--- src/logic/stpm_pkg.sv ---
// Shared constants and types for the serial transceiver power manager
package stpm_pkg;
    // Clock rate, kept in MHz so products stay small
    localparam int unsigned CLK_MHZ = 125;

    // Times as specified, in their own units
    localparam int unsigned INACT_TIME_S = 30;
    localparam int unsigned INVALID_TIME_US = 30;
    localparam int unsigned VALID_TIME_US = 1;
    localparam int unsigned WAKE_TIME_US = 100;

    // Cycle counts derived from the times; the 30 s one needs 64-bit math
    localparam logic [31:0] INACT_CYC = 32'(64'(INACT_TIME_S) * 64'(CLK_MHZ) * 64'd1000000);
    localparam logic [12:0] INVALID_CYC = 13'(INVALID_TIME_US * CLK_MHZ);
    localparam logic [12:0] VALID_CYC = 13'(VALID_TIME_US * CLK_MHZ);
    localparam logic [31:0] WAKE_CYC = 32'(WAKE_TIME_US * CLK_MHZ);

    // Default channel counts
    localparam int unsigned NUM_TX = 3;
    localparam int unsigned NUM_RX = 5;

    // Register byte offsets
    localparam logic [7:0] CTRL_OFFS = 8'h00;
    localparam logic [7:0] STATUS_OFFS = 8'h04;

    // Control register layout and reset value
    localparam int unsigned CTRL_FIVE_RX_BIT = 0;
    localparam int unsigned CTRL_SOFT_WAKE_BIT = 1;
    localparam logic [31:0] CTRL_RESET = 32'h0000_0001;

    // AXI response codes
    localparam logic [1:0] RESP_OKAY = 2'h0;
    localparam logic [1:0] RESP_SLVERR = 2'h2;

    // Power state of the transmit path
    typedef enum logic [1:0] {
        ST_OFF,
        ST_WAKE,
        ST_ON
    } stpm_state_type;

    // Filtered control pins
    typedef struct packed {
        logic shut_n;
        logic dis;
    } stpm_ctl_type;

    // Status word as seen by software, high bits first
    typedef struct packed {
        logic [24:0] zero;
        logic dis;
        logic shut_n;
        logic expired;
        logic armed;
        logic valid;
        logic ready;
        logic want_on;
    } stpm_stat_type;
endpackage : stpm_pkg

--- src/logic/stpm_power_manager.sv ---
// Power manager: inactivity timer, line validity detector, wake sequencing, AXI4-Lite registers
// Functional notes
// - Shutdown input low forces powerdown, whatever the disable input says.
// - Shutdown and disable both high keep the device permanently active.
// - Auto powerdown is armed only with disable low and shutdown high.
// - Armed and 30 s without any input edge switches pump and transmitters off.
// - Any edge on a monitored transmitter or receiver input powers back up.
// - After auto powerdown the timer stays expired until disable rises or an edge.
// - From manual powerdown with disable low, wake needs both inputs high or an edge.
// - Falling edge on disable restarts the timer for a full 30 s.
// - Wake from powerdown to transmit-ready takes nominally 100 us.
// - Validity output falls once all receivers are invalid for over 30 us.
// - Validity output rises 1 us after any receiver sees a valid level.
// - Validity works in every mode and never changes the power state itself.
// - Five-receiver variant disables inverting receiver outputs while powered down.
// - Validity on shutdown, disable low: stays off until valid and an edge.
// - In powerdown transmitters are high impedance; other receiver outputs stay on.
// - Ready falls on powerdown entry and rises only when power-up completes.
module stpm_power_manager #(
    parameter int unsigned NTX = stpm_pkg::NUM_TX,
    parameter int unsigned NRX = stpm_pkg::NUM_RX,
    parameter logic [31:0] INACT_CYC = stpm_pkg::INACT_CYC,
    parameter logic [31:0] WAKE_CYC = stpm_pkg::WAKE_CYC
) (
    input wire logic aclk,
    input wire logic aresetn,
    input wire logic [NTX-1:0] tx_in,
    input wire logic [NRX-1:0] rx_in,
    input wire logic [NRX-1:0] rx_level_ok,
    input wire logic manual_shutdown_n,
    input wire logic auto_pd_disable_in,
    output logic pump_en,
    output logic tx_oe,
    output logic rx_inv_oe,
    output logic rx_wake_oe,
    output logic ready_out,
    output logic valid_out,
    input wire logic [7:0] s_axi_awaddr,
    input wire logic [2:0] s_axi_awprot,
    input wire logic s_axi_awvalid,
    output logic s_axi_awready,
    input wire logic [31:0] s_axi_wdata,
    input wire logic [3:0] s_axi_wstrb,
    input wire logic s_axi_wvalid,
    output logic s_axi_wready,
    output logic [1:0] s_axi_bresp,
    output logic s_axi_bvalid,
    input wire logic s_axi_bready,
    input wire logic [7:0] s_axi_araddr,
    input wire logic [2:0] s_axi_arprot,
    input wire logic s_axi_arvalid,
    output logic s_axi_arready,
    output logic [31:0] s_axi_rdata,
    output logic [1:0] s_axi_rresp,
    output logic s_axi_rvalid,
    input wire logic s_axi_rready
);
    localparam int unsigned PW = NTX + 2 * NRX + 2;
    localparam int unsigned DW = NTX + NRX;

    // Pin synchroniser, three stages, filtered value follows when stages 2 and 3 agree
    logic [PW-1:0] pins_raw, agree, filt_nxt;
    logic [PW-1:0] sync1_r, sync2_r, sync3_r, filt_r;

    assign pins_raw = {rx_level_ok, manual_shutdown_n, auto_pd_disable_in, rx_in, tx_in};
    assign agree = ~(sync2_r ^ sync3_r);
    assign filt_nxt = (sync3_r & agree) | (filt_r & ~agree);

    always_ff @(posedge aclk) begin
        if (!aresetn) begin
            sync1_r <= '0;
            sync2_r <= '0;
            sync3_r <= '0;
            filt_r <= '0;
        end else begin
            sync1_r <= pins_raw;
            sync2_r <= sync1_r;
            sync3_r <= sync2_r;
            filt_r <= filt_nxt;
        end
    end

    // Decoded filtered inputs and their edges
    stpm_pkg::stpm_ctl_type ctl;
    wire [NRX-1:0] lvl_f = filt_r[PW-1 -: NRX];
    wire [DW-1:0] data_chg = filt_nxt[DW-1:0] ^ filt_r[DW-1:0];
    wire data_edge = |data_chg;
    wire dis_fall = filt_r[DW] & ~filt_nxt[DW];
    wire lvl_any = |lvl_f;

    assign ctl.shut_n = filt_r[DW+1];
    assign ctl.dis = filt_r[DW];

    // Software registers, written below by the bus slave
    logic [31:0] ctrl_r;
    logic soft_wake_r;
    wire five_rx = ctrl_r[stpm_pkg::CTRL_FIVE_RX_BIT];

    // Inactivity timer; disable held high restarts it every cycle while shutdown is high
    logic [31:0] inact_cnt_r, inact_cnt_nxt;
    logic expired_r, expired_nxt;
    wire armed = ctl.shut_n & ~ctl.dis;
    wire activity = data_edge | soft_wake_r;
    wire restart = activity | dis_fall | ctl.dis;
    wire time_up = (inact_cnt_r == INACT_CYC - 32'h1);

    assign inact_cnt_nxt = (ctl.shut_n && restart) ? 32'h0 :
                           (!ctl.shut_n || expired_r) ? inact_cnt_r :
                           inact_cnt_r + 32'h1;
    // Shutdown pins the timer expired; an edge only counts once shutdown is released
    assign expired_nxt = !ctl.shut_n ? 1'b1 :
                         restart ? 1'b0 :
                         (armed && time_up) ? 1'b1 :
                         expired_r;

    always_ff @(posedge aclk) begin
        if (!aresetn) begin
            inact_cnt_r <= 32'h0;
            expired_r <= 1'b0;
        end else begin
            inact_cnt_r <= inact_cnt_nxt;
            expired_r <= expired_nxt;
        end
    end

    // Power wanted: shutdown overrides, disable keeps on, else timer decides
    wire want_on = ctl.shut_n & (ctl.dis | ~expired_r);

    // Wake sequencing: pump first, transmitters and ready after the latency
    stpm_pkg::stpm_state_type state_r, state_nxt;
    logic [31:0] wake_cnt_r, wake_cnt_nxt;

    always_comb begin
        state_nxt = state_r;
        wake_cnt_nxt = 32'h0;
        case (state_r)
            stpm_pkg::ST_OFF: begin
                if (want_on) begin
                    state_nxt = stpm_pkg::ST_WAKE;
                end
            end
            stpm_pkg::ST_WAKE: begin
                if (!want_on) begin
                    state_nxt = stpm_pkg::ST_OFF;
                end else if (wake_cnt_r == WAKE_CYC - 32'h1) begin
                    state_nxt = stpm_pkg::ST_ON;
                end else begin
                    wake_cnt_nxt = wake_cnt_r + 32'h1;
                end
            end
            default: begin
                if (!want_on) begin
                    state_nxt = stpm_pkg::ST_OFF;
                end
            end
        endcase
    end

    // Output stage registered from next state so outputs track it exactly
    logic pump_en_r, tx_oe_r, rx_inv_oe_r, rx_wake_oe_r, ready_r, valid_r;

    always_ff @(posedge aclk) begin
        if (!aresetn) begin
            state_r <= stpm_pkg::ST_OFF;
            wake_cnt_r <= 32'h0;
            pump_en_r <= 1'b0;
            tx_oe_r <= 1'b0;
            rx_inv_oe_r <= 1'b0;
            rx_wake_oe_r <= 1'b0;
            ready_r <= 1'b0;
        end else begin
            state_r <= state_nxt;
            wake_cnt_r <= wake_cnt_nxt;
            pump_en_r <= (state_nxt != stpm_pkg::ST_OFF);
            tx_oe_r <= (state_nxt == stpm_pkg::ST_ON);
            rx_inv_oe_r <= !five_rx || (state_nxt != stpm_pkg::ST_OFF);
            rx_wake_oe_r <= 1'b1;
            ready_r <= (state_nxt == stpm_pkg::ST_ON);
        end
    end

    // Validity detector, independent of power state so it runs in every mode
    logic [12:0] inv_cnt_r, val_cnt_r;

    always_ff @(posedge aclk) begin
        if (!aresetn) begin
            inv_cnt_r <= 13'h0;
            val_cnt_r <= 13'h0;
            valid_r <= 1'b0;
        end else if (lvl_any) begin
            inv_cnt_r <= 13'h0;
            if (val_cnt_r == stpm_pkg::VALID_CYC - 13'h1) begin
                valid_r <= 1'b1;
            end else if (!valid_r) begin
                val_cnt_r <= val_cnt_r + 13'h1;
            end
        end else begin
            val_cnt_r <= 13'h0;
            // Strictly more than the window: one extra cycle past the count
            if (inv_cnt_r == stpm_pkg::INVALID_CYC) begin
                valid_r <= 1'b0;
            end else begin
                inv_cnt_r <= inv_cnt_r + 13'h1;
            end
        end
    end

    assign pump_en = pump_en_r;
    assign tx_oe = tx_oe_r;
    assign rx_inv_oe = rx_inv_oe_r;
    assign rx_wake_oe = rx_wake_oe_r;
    assign ready_out = ready_r;
    assign valid_out = valid_r;

    // AXI4-Lite slave; ready pulses one cycle after valid, simple and glitch free
    logic awready_r, wready_r, aw_have_r, w_have_r, bvalid_r, arready_r, rvalid_r, rd_known;
    logic [7:0] awaddr_r;
    logic [31:0] wdata_r, rdata_r;
    logic [3:0] wstrb_r;
    logic [1:0] bresp_r, rresp_r;

    wire aw_hs = s_axi_awvalid & awready_r;
    wire w_hs = s_axi_wvalid & wready_r;
    wire ar_hs = s_axi_arvalid & arready_r;
    wire do_write = aw_have_r & w_have_r & ~bvalid_r;
    wire wr_ctrl = do_write && (awaddr_r == stpm_pkg::CTRL_OFFS);
    wire wr_known = wr_ctrl || (awaddr_r == stpm_pkg::STATUS_OFFS);

    // Read mux, unmapped addresses read zero with an error response
    stpm_pkg::stpm_stat_type stat;
    logic [31:0] rd_word;

    assign stat = '{zero: '0, dis: ctl.dis, shut_n: ctl.shut_n, expired: expired_r,
                    armed: armed, valid: valid_r, ready: ready_r, want_on: want_on};

    always_comb begin
        rd_word = 32'h0;
        rd_known = 1'b1;
        if (s_axi_araddr == stpm_pkg::CTRL_OFFS) begin
            rd_word = ctrl_r;
        end else if (s_axi_araddr == stpm_pkg::STATUS_OFFS) begin
            rd_word = stat;
        end else begin
            rd_known = 1'b0;
        end
    end

    // Write address and data channels, taken in either order
    always_ff @(posedge aclk) begin
        if (!aresetn) begin
            awready_r <= 1'b0;
            wready_r <= 1'b0;
            aw_have_r <= 1'b0;
            w_have_r <= 1'b0;
            awaddr_r <= 8'h00;
            wdata_r <= 32'h0;
            wstrb_r <= 4'h0;
        end else begin
            awready_r <= s_axi_awvalid & ~awready_r & ~aw_have_r & ~bvalid_r;
            wready_r <= s_axi_wvalid & ~wready_r & ~w_have_r & ~bvalid_r;
            if (aw_hs) begin
                aw_have_r <= 1'b1;
                awaddr_r <= {s_axi_awaddr[7:2], 2'b00};
            end else if (do_write) begin
                aw_have_r <= 1'b0;
            end
            if (w_hs) begin
                w_have_r <= 1'b1;
                wdata_r <= s_axi_wdata;
                wstrb_r <= s_axi_wstrb;
            end else if (do_write) begin
                w_have_r <= 1'b0;
            end
        end
    end

    // Write response and register update; soft wake is a one-cycle activity pulse
    always_ff @(posedge aclk) begin
        if (!aresetn) begin
            bvalid_r <= 1'b0;
            bresp_r <= stpm_pkg::RESP_OKAY;
            ctrl_r <= stpm_pkg::CTRL_RESET;
            soft_wake_r <= 1'b0;
        end else begin
            soft_wake_r <= wr_ctrl && wstrb_r[0] && wdata_r[stpm_pkg::CTRL_SOFT_WAKE_BIT];
            if (wr_ctrl && wstrb_r[0]) begin
                ctrl_r <= {31'h0, wdata_r[stpm_pkg::CTRL_FIVE_RX_BIT]};
            end
            if (do_write) begin
                bvalid_r <= 1'b1;
                bresp_r <= wr_known ? stpm_pkg::RESP_OKAY : stpm_pkg::RESP_SLVERR;
            end else if (s_axi_bready) begin
                bvalid_r <= 1'b0;
            end
        end
    end

    // Read channel
    always_ff @(posedge aclk) begin
        if (!aresetn) begin
            arready_r <= 1'b0;
            rvalid_r <= 1'b0;
            rdata_r <= 32'h0;
            rresp_r <= stpm_pkg::RESP_OKAY;
        end else begin
            arready_r <= s_axi_arvalid & ~arready_r & ~rvalid_r;
            if (ar_hs) begin
                rvalid_r <= 1'b1;
                rdata_r <= rd_word;
                rresp_r <= rd_known ? stpm_pkg::RESP_OKAY : stpm_pkg::RESP_SLVERR;
            end else if (s_axi_rready) begin
                rvalid_r <= 1'b0;
            end
        end
    end

    assign s_axi_awready = awready_r;
    assign s_axi_wready = wready_r;
    assign s_axi_bvalid = bvalid_r;
    assign s_axi_bresp = bresp_r;
    assign s_axi_arready = arready_r;
    assign s_axi_rvalid = rvalid_r;
    assign s_axi_rdata = rdata_r;
    assign s_axi_rresp = rresp_r;
endmodule : stpm_power_manager

--- config.mk ---
export PLATFORM = sky130hd
export DESIGN_NAME = stpm_power_manager
export DESIGN_NICKNAME = d
export VERILOG_FILES = /design/src/logic/stpm_pkg.sv /design/src/logic/stpm_power_manager.sv
export SDC_FILE = /design/constraint.sdc
export NUM_CORES = 1
export LEC_CHECK = 0
export BUFFER_PORTS_ARGS = -buffer_cell sky130_fd_sc_hd__buf_4
export CAP_MARGIN = 20
export CORE_ASPECT_RATIO = 1.1
export CORE_UTILIZATION = 58
export CTS_BUF_LIST = sky130_fd_sc_hd__clkbuf_8
export DETAILED_ROUTE_END_ITERATION = 10
export PLACE_DENSITY = 0.93
export SETUP_SLACK_MARGIN = 0.02
export SYNTH_ARGS = -nofsm -noshare
export SYNTH_HDL_FRONTEND = slang
export SYNTH_SLANG_ARGS = --single-unit
--- constraint.sdc ---
create_clock -name aclk -period 2.42 [get_ports aclk]
set_clock_uncertainty 0.2 [all_clocks]
set_input_delay 0.242 -clock aclk [delete_from_list [all_inputs] [get_ports aclk]]
set_output_delay 0.242 -clock aclk [all_outputs]
set_load 0.05 [all_outputs]
# Word level (Yosys, flattened, before mapping)
# Cells that the tools add are included.
word_totals:
  register_bits: 212
  inputBits: 80
  output_inout_bits: 47
  elab_cells: 138
op_classes:
  n_addsub: 4
  eq_ne: 10
  muxes: 25
  bitwise: 42
  n_reduce_logical: 27
ops:
  columns: ["op", "n"]
  rows:
  - ["32-bit by 1-bit adder with 32-bit output (second input constant)", 2]
  - ["32-bit by 14-bit equality test with 1-bit output (second input constant)", 1]
  - ["32-bit equality test (second input constant)", 1]
  - ["15-bit bitwise AND", 2]
  - ["15-bit inverter", 2]
  - ["13-bit by 1-bit adder with 13-bit output (second input constant)", 2]
  - ["1-bit bitwise AND", 16]
  - ["8-bit logical NOT", 2]
  - ["1-bit two-way mux", 16]
  - ["1-bit inverter", 15]
  - ["15-bit OR", 1]
  - ["15-bit XOR", 1]
  - ["7-bit two-way mux", 2]
  - ["13-bit by 12-bit equality test with 1-bit output (second input constant)", 1]
  - ["13-bit by 7-bit equality test with 1-bit output (second input constant)", 1]
  - ["2-bit two-way mux", 6]
  - ["2-bit nonzero test", 6]
  - ["8-bit by 3-bit equality test with 1-bit output (second input constant)", 1]
  - ["8-bit OR reduction", 1]
  - ["8-bit XOR", 1]
  - ["6-bit by 1-bit equality test with 1-bit output (second input constant)", 1]
  - ["2-bit AND reduction", 3]
  - ["6-bit OR reduction", 1]
  - ["1-bit logical AND", 5]
  - ["other kinds (12)", 18]

# Depth between registers and ports, before layout
# Gate-level depths: netlist of the first run.
logic_depth:
  word_depth: 12
  depth_mapped: 8
  depth_no_buf: 7

# Worst setup path after synthesis of the first run
# Ideal clock, no wire load.
synth_timing:
  path_kind: "flip-flop to flip-flop"
  start: "register wake_cnt_r[0]"
  end: "register wake_cnt_r[24]"
  setup_ps: 128
  arrival_time_ps: 1645
  t_required_ps: 2092
  setup_slack_ps: 447
  path_stages_with_launch: 9
  n_path_buf: 2
  period_less_slack_ps: 1973
  cell_sequence: "dfxtp_1 ha_1 and3_1 clkbuf_1 and4_1 nand2_1 nand4_1 clkbuf_1 nor2_1"
synth_via:
  elab_chain_cells: 2
  word_cells_on_any_way: 3
  cone_classes: "1 x add/sub; 1 x eq/ne; 1 x reduce/logical"
synth_lines:
  columns: ["element", "line", "text"]
  rows:
  - ["from (decl)", "stpm_power_manager.sv:131", "logic [31:0] wake_cnt_r, wake_cnt_nxt;"]
  - ["from (signal assigned)", "stpm_power_manager.sv:173", "wake_cnt_r <= wake_cnt_nxt;"]
  - ["parallel branches: the longest is 2 deep, another holds 32-bit by 1-bit adder with 32-bit output", null, null]
# Several ways; the timed one is not identified.
# A chain may end at the register's enable or synchronous reset.

# Worst setup path after layout of the first run
layout_timing:
  start: "register wake_cnt_r[0]"
  end: "register wake_cnt_r[30]"
# The elaborated chain is that of the path after synthesis.

==> results of run 1 <==
routing by layer:
layer / track usage (%) / routed length (um) / up-vias
li1: - / - / 2944
met1: 31.1 / 6760 / 2908
met2: 48.8 / 8840 / 182
met3: 5.50 / 702 / 53
met4: 13.3 / 606 / 0
met5: 0 / 0 / -
final cells by class:
cell class              count  area (um^2)
multi-input cells         588         3470
diodes                      1         2.50
clock inverters            12          185
repair buffers            114          973
fillers                   822         3720
inverters                  16         60.1
flip-flops and latches    185         3700
well taps                 157          196
clock buffers              20          275
power by group through the flow:
| stage | Combinational, mW | Sequential, mW | Clock, mW |
|---|---|---|---|
| 5_1_grt | 0.362 | 3.14 | 2.48 |
| 3_3_place_gp | 0.271 | 3.19 | 0 |
| 3_5_place_dp | 0.274 | 3.19 | 0 |
| 2_1_floorplan | 0.212 | 3.20 | 0 |
| 4_1_cts | 0.328 | 3.13 | 2.34 |
| 6_report | 0.340 | 3.13 | 2.34 |
metrics by stage:
stage,cells,worst slack [ns],instance area [um^2],power (mW),hold slack (ns)
2_1_floorplan,844,0.447,7540,3.42,0.0697
3_3_place_gp,1013,0.374,7940,3.46,0.214
3_5_place_dp,1013,0.269,7940,3.47,0.221
4_1_cts,1092,0.215,8870,5.79,0.0246
5_1_grt,1093,0.0891,8870,5.98,0.0387
6_report,1093,0.222,8870,5.81,0.0506
final timing paths:
check / start / to
worst max-delay path: wake_cnt_r[0] / wake_cnt_r[30]
worst min-delay path: s_axi_araddr[7] / s_axi_rresp[1]
worst min register to register: sync1_r[12] / sync2_r[12]
worst max register to register: wake_cnt_r[0] / wake_cnt_r[30]
critical path, delay by kind of cell (launching register included):
kind          cells  cell delay [ns]
fa+ha+maj         1             0.28
xor+xnor          1             0.16
flops             1             0.44
simple gates      4             1.00
flip-flops by register name (all words and copies together) (netlist names), 2 cells and up, named ones only:
name / cells
inact_cnt_r: 32
wake_cnt_r: 32
sync1_r: 15
sync2_r: 15
sync3_r: 15
inv_cnt_r: 13
val_cnt_r: 13
filt_r: 9
s_axi_rdata: 7
awaddr_r: 6
state_r: 2
wdata_r: 2
cells in the final DEF, fill, tap and decap left out, types with 33 or more instances in the layout:
cell type	n
a21oi_1	39
and2_1	47
buf_4	67
dfxtp_1	185
dlygate4sd3_1	47
nand2_1	52
nand3_1	50
nor2_1	112
xnor2_1	33
xor2_1	47
kinds of logic after synthesis:
group                      Yosys count  share of synthesized area [%]
DFF                                185                           49.7
AOI/OAI and AO/OA                   83                           6.44
other                                1                         0.0504
buffers and inverters               71                           5.02
muxes                                3                          0.420
xor gates and xnor gates            80                           9.41
adders and majority gates            6                           1.01
and+or+nand+nor                    389                           27.9
==> flow_summary.toml, run 1 <==
[status]
outcome = "finished, final reports clean"

[sta]
fmax_mhz = 455
hold_violations = 0
period_share_pct = 90.8
period_needed_ns = 2.20
rsz0062_at_grt = "no"
fin_tns_setup_ns = 0
setup_viol = 0
drv_slew = 0

[route]
num_vias = 6087
ant_nets = 0
viasPerCell = 5.57
drtIter0Drc = 345
firstDrtPassIters = 6
drc = 0
routed_wl_um = 16900
routedWlPerCell_um = 15.5

[clocking]
tritoncts = "done"
clkLatencyLatePin_ns = 0.46
cts_resized = 0
htreeDepth = 4
clk_pin_slew_worst_paths_ns = 0.10
cts_buffers = 17
cts_sinks = 185
cts_root_buf = "clkbuf_8"
cts_buffer_depth = 2
ctsHoldBuffers = 47
cts_setup_buffers = 0

[synth]
syn_avg_cell_area_um2 = 9.10
synth_commonest_cells = "dfxtp_1 (185), nor2_1 (112), nand2_1 (52)"
synth_cell_type_count = 53
synth-seq-cells = 185
ys_async_sr_fraction_pct = 0
ys_seq_area_share_pct = 49.7
synth_area_mm2 = 0.00745
syn_inst = 818
ys.flop_type = "dfxtp_1"
synth_area_leaders = "dfxtp_1 (50%), nor2_1 (5.6%), xor2_1 (5.5%)"
yosysTopAreaCell = "dfxtp_1"
synth_edf_count = 0
synth.most_common_cell = "dfxtp_1"
synth_top_area_share_pct = 49.7
yosys_warnings = 0

[job]
cap_violations = 0

[placed_design]
port_buffers = 58
dp_hpwl_um = 9580
gp_congestion = 0.814

[floorplanning]
initial_core_util_pct = 59.1
ios = 127
rows = 43
die_h_um = 121
core_area_mm2 = 0.0126
die_w_um = 110
dieArea_mm2 = 0.0133

[critical_path]
crit_slowest_cell = "dfxtp_1"
cp.required_ns = 2.56
critPathMaxStageDelay_ns = 0.44
cp_cell_sequence = "ha_1, and3_1, nand3_1, nor4_1, xnor2_1, nor2_1"
ff2ff_path_depth = 6
cp-end-kind = "flop"
r2r_slack_ns = 0.22
cp_max_fo = 8
crit_type = "flop to flop"
worstPathArrival_ns = 2.34
startpoint_type = "flop"

[power_and_ir_drop]
clkPwrFrac_pct = 40.3
p_sw_mw = 1.37
seqPwrFrac_pct = 53.9
total_leakage_power_nw = 3.40
ir_worst_vdd_uv = 479
p_sw_share_pct = 23.5
comb_power_share_pct = 5.8
power.density_mw_per_mm2 = 655
power.internal_mw = 4.44

[global_route]
overflow = 0
grt_start_max_net_pins = 40
grt_pass1_vias = 6045
grt_pass1_wl_um = 28200
grt_usage_pct = 27.6
grt_antenna_before_repair = 1

[layout]
drive_gt1_share_pct = 12.0
fin_util_pct = 70.5
fin_nets = 1008
area_growth_pct = 19.1

[min_path]
holdPathStages = 4
min_path_type = "input port to flop"
No activity file was read; power rests on OpenSTA's default activity.
==> inputs of run 2 (changes only) <==
- ABC_AREA: not set -> 1
- ABC_CLOCK_PERIOD_IN_PS: not set -> 2420
- CORE_UTILIZATION: 58 -> 50
- PLACE_DENSITY: 0.93 -> 0.82
==> flow_summary.toml, run 2 <==
[global_route]
grt_usage_pct = 21.0
overflow = 0
grt_pass1_vias = 6903
grt_pass1_wl_um = 30000
grt_antenna_before_repair = 0
grt_start_max_net_pins = 65

[synth]
synth_top_area_share_pct = 43.5
synth_area_mm2 = 0.00851
synth_edf_count = 0
synth_commonest_cells = "nand2_1 (321), dfxtp_1 (185), nor2_1 (170)"
synth_area_leaders = "dfxtp_1 (44%), nand2_1 (14%), nor2_1 (7.5%)"
syn_avg_cell_area_um2 = 7.05
synth_cell_type_count = 39
ys.flop_type = "dfxtp_1"
synth-seq-cells = 185
ys_seq_area_share_pct = 43.5
syn_inst = 1207
yosysTopAreaCell = "dfxtp_1"
yosys_warnings = 0
ys_async_sr_fraction_pct = 0
synth.most_common_cell = "nand2_1"

[critical_path]
cp-end-kind = "flop"
worstPathArrival_ns = 2.45
critPathMaxStageDelay_ns = 0.57
ff2ff_path_depth = 6
cp.required_ns = 2.60
cp_cell_sequence = "dlygate4sd3_1, buf_4, nor2_4, nand2_2, dlygate4sd3_1, nor3_1, dlygate4sd3_1, nor2_1"
rr_startpoint = "inv_cnt_r[0]"
cpMostUsedCell = "dlygate4sd3_1"
r2r-end = "inv_cnt_r[10]"
startpoint_type = "input port"
worst-path-buf-inv = 4
crit_start = "s_axi_araddr[0]"
path_depth = 8
path_delay_family = "buffers and inverters"
cp_max_fo = 3
crit_type = "input port to flop"
r2r_slack_ns = 0.40
crit_slowest_cell = "dlygate4sd3_1"

[layout]
final_cell_mix = "nand2_1 (320), dfxtp_1 (185), nor2_1 (169)"
layout.cells.most_common = "nand2_1"
drive_gt1_share_pct = 11.5
regArea_mm2 = 0.00370
diodes = 0
n_fill_cell = 1427
area_growth_pct = 15.5
reg_top3 = "inact_cnt_r x32, wake_cnt_r x32"
multi_input_area_mm2 = 0.00398
fin_util_pct = 59.6
fin_nets = 1391

[route]
routedWlPerCell_um = 11.7
firstDrtPassIters = 5
routed_wl_um = 17800
num_vias = 7462
viasPerCell = 4.90
drc = 0
ant_nets = 0
drtIter0Drc = 401

[min_path]
holdPathStages = 6
min_path_type = "input port to flop"
worstHoldEndpoint = "s_axi_rdata[2]"
min_from = "s_axi_araddr[1]"

[placed_design]
dp_hpwl_um = 12600
gp_congestion = 0.900
port_buffers = 58
post-place-ws_ns = 0.450

[floorplanning]
initial_core_util_pct = 51.6
die_w_um = 126
rows = 49
ios = 127
dieArea_mm2 = 0.0176
die_h_um = 139
core_area_mm2 = 0.0165

[power_and_ir_drop]
ir_worst_vdd_uv = 386
power.density_mw_per_mm2 = 569
finalPower_mw = 5.59
clkPwrFrac_pct = 37.9
seqPwrFrac_pct = 55.9
power.internal_mw = 4.03
total_leakage_power_nw = 3.87
p_sw_mw = 1.57
p_sw_share_pct = 28.0
comb_power_share_pct = 6.2

[sta]
relSlewSlack_pct = 55.5
setup_viol = 0
fin_ws_ns = 0.149
fin_tns_setup_ns = 0
hold_violations = 0
period_share_pct = 93.8
fmax_mhz = 440
period_needed_ns = 2.27
rsz0062_at_grt = "no"
tightest_slew_ns = 0.662
drv_slew = 0

[clocking]
cts_root_buf = "clkbuf_8"
cts_sinks = 185
clkLatencyLatePin_ns = 0.48
cts_setup_buffers = 0
cts_buffer_depth = 2
tritoncts = "done"
htreeDepth = 4
cts_buffers = 17
clk_pin_slew_worst_paths_ns = 0.10

[job]
cap_violations = 0

[status]
outcome = "finished, final reports clean"
run 2: changes by cell type in the layout (fill, tap and decap cells not counted), sizes merged, moves of 9 or more:
| cell | previous run | this run |
|---|---|---|
| and3 | 17 | 0 |
| a21oi | 39 | 75 |
| dlygate4sd3 | 47 | 38 |
| and2 | 48 | 1 |
| o21ai | 24 | 33 |
| nand3 | 50 | 59 |
| nor2 | 112 | 185 |
| and4 | 14 | 0 |
| xor2 | 47 | 25 |
| inv | 19 | 172 |
| nor3 | 15 | 38 |
| nand2 | 53 | 327 |
| xnor2 | 33 | 13 |
| nor4 | 15 | 4 |
run 2: area by class of cell:
cell class,count,share of cell area [%]
timing repair buffer,101,8.68
tap,204,2.60
multi-input combinational,836,40.5
sequential,185,37.7
clock buffer,17,2.38
clock inverter,15,1.91
inverter,164,6.26
run 2: through the flow:
stage	cells	instance area [um^2]	hold WS, ns
detailed placement	1452	9010	0.196
global placement	1452	9010	0.192
global route	1522	9830	0.0384
floorplan	1233	8610	0.0697
finish	1522	9830	0.0400
CTS	1523	9830	0.0459
run 2: cells by family (layout without fill, tap and decap cells):
| family | count (synthesis) | count (layout) | synth area share (%) |
|---|---|---|---|
| other | 1 | 27 | 0.0441 |
| and+or+nand+nor | 652 | 652 | 33.0 |
| buffers and inverters | 212 | 297 | 11.0 |
| AOI/OAI and AO/OA | 113 | 113 | 7.60 |
| adders and majority gates | 6 | 6 | 0.882 |
| DFF | 185 | 185 | 43.5 |
| xor gates and xnor gates | 38 | 38 | 3.91 |
run 2: worst register-to-register path, delay by kind of cell, from the launching register on:
kind / cells / cell delay, ns
adders and majority gates: 1 / 0.25
and+or+nand+nor: 3 / 0.81
AOI/OAI and AO/OA: 2 / 0.25
DFF: 1 / 0.42
run 2: power groups by stage:
stage	sequential [mW]	clock, mW	combinational, mW
6_report	3.13	2.12	0.347
5_1_grt	3.13	2.31	0.375
4_1_cts	3.12	2.17	0.340
3_5_place_dp	3.19	0	0.296
3_3_place_gp	3.19	0	0.291
2_1_floorplan	3.21	0	0.227
run 2: how the worst max path moves through the flow:
stage | slack, ns | to
5_1_grt | 0.10 | s_axi_rresp[1]
4_1_cts | 0.03 | s_axi_rdata[0]
6_report | 0.15 | s_axi_rresp[1]
3_3_place_gp | 0.48 | wake_cnt_r[18]
2_1_floorplan | 0.64 | s_axi_rdata[2]
3_5_place_dp | 0.45 | val_cnt_r[11]
run 2: per-layer routing:
metal	wire length, um	track usage [%]	part of all wire, %
met4	433	9.13	2.4
met1	7970	25.3	45
met5	0	0	0
met3	735	3.67	4.1
met2	8610	36.5	48
run 2: repair_timing:
| item | CTS | global route |
|---|---|---|
| hold endpoints to repair | 47 | 0 |
| resized for setup | 0 | 4 |
| hold buffers | 39 | 0 |
| setup endpoints to repair | 0 | 2 |
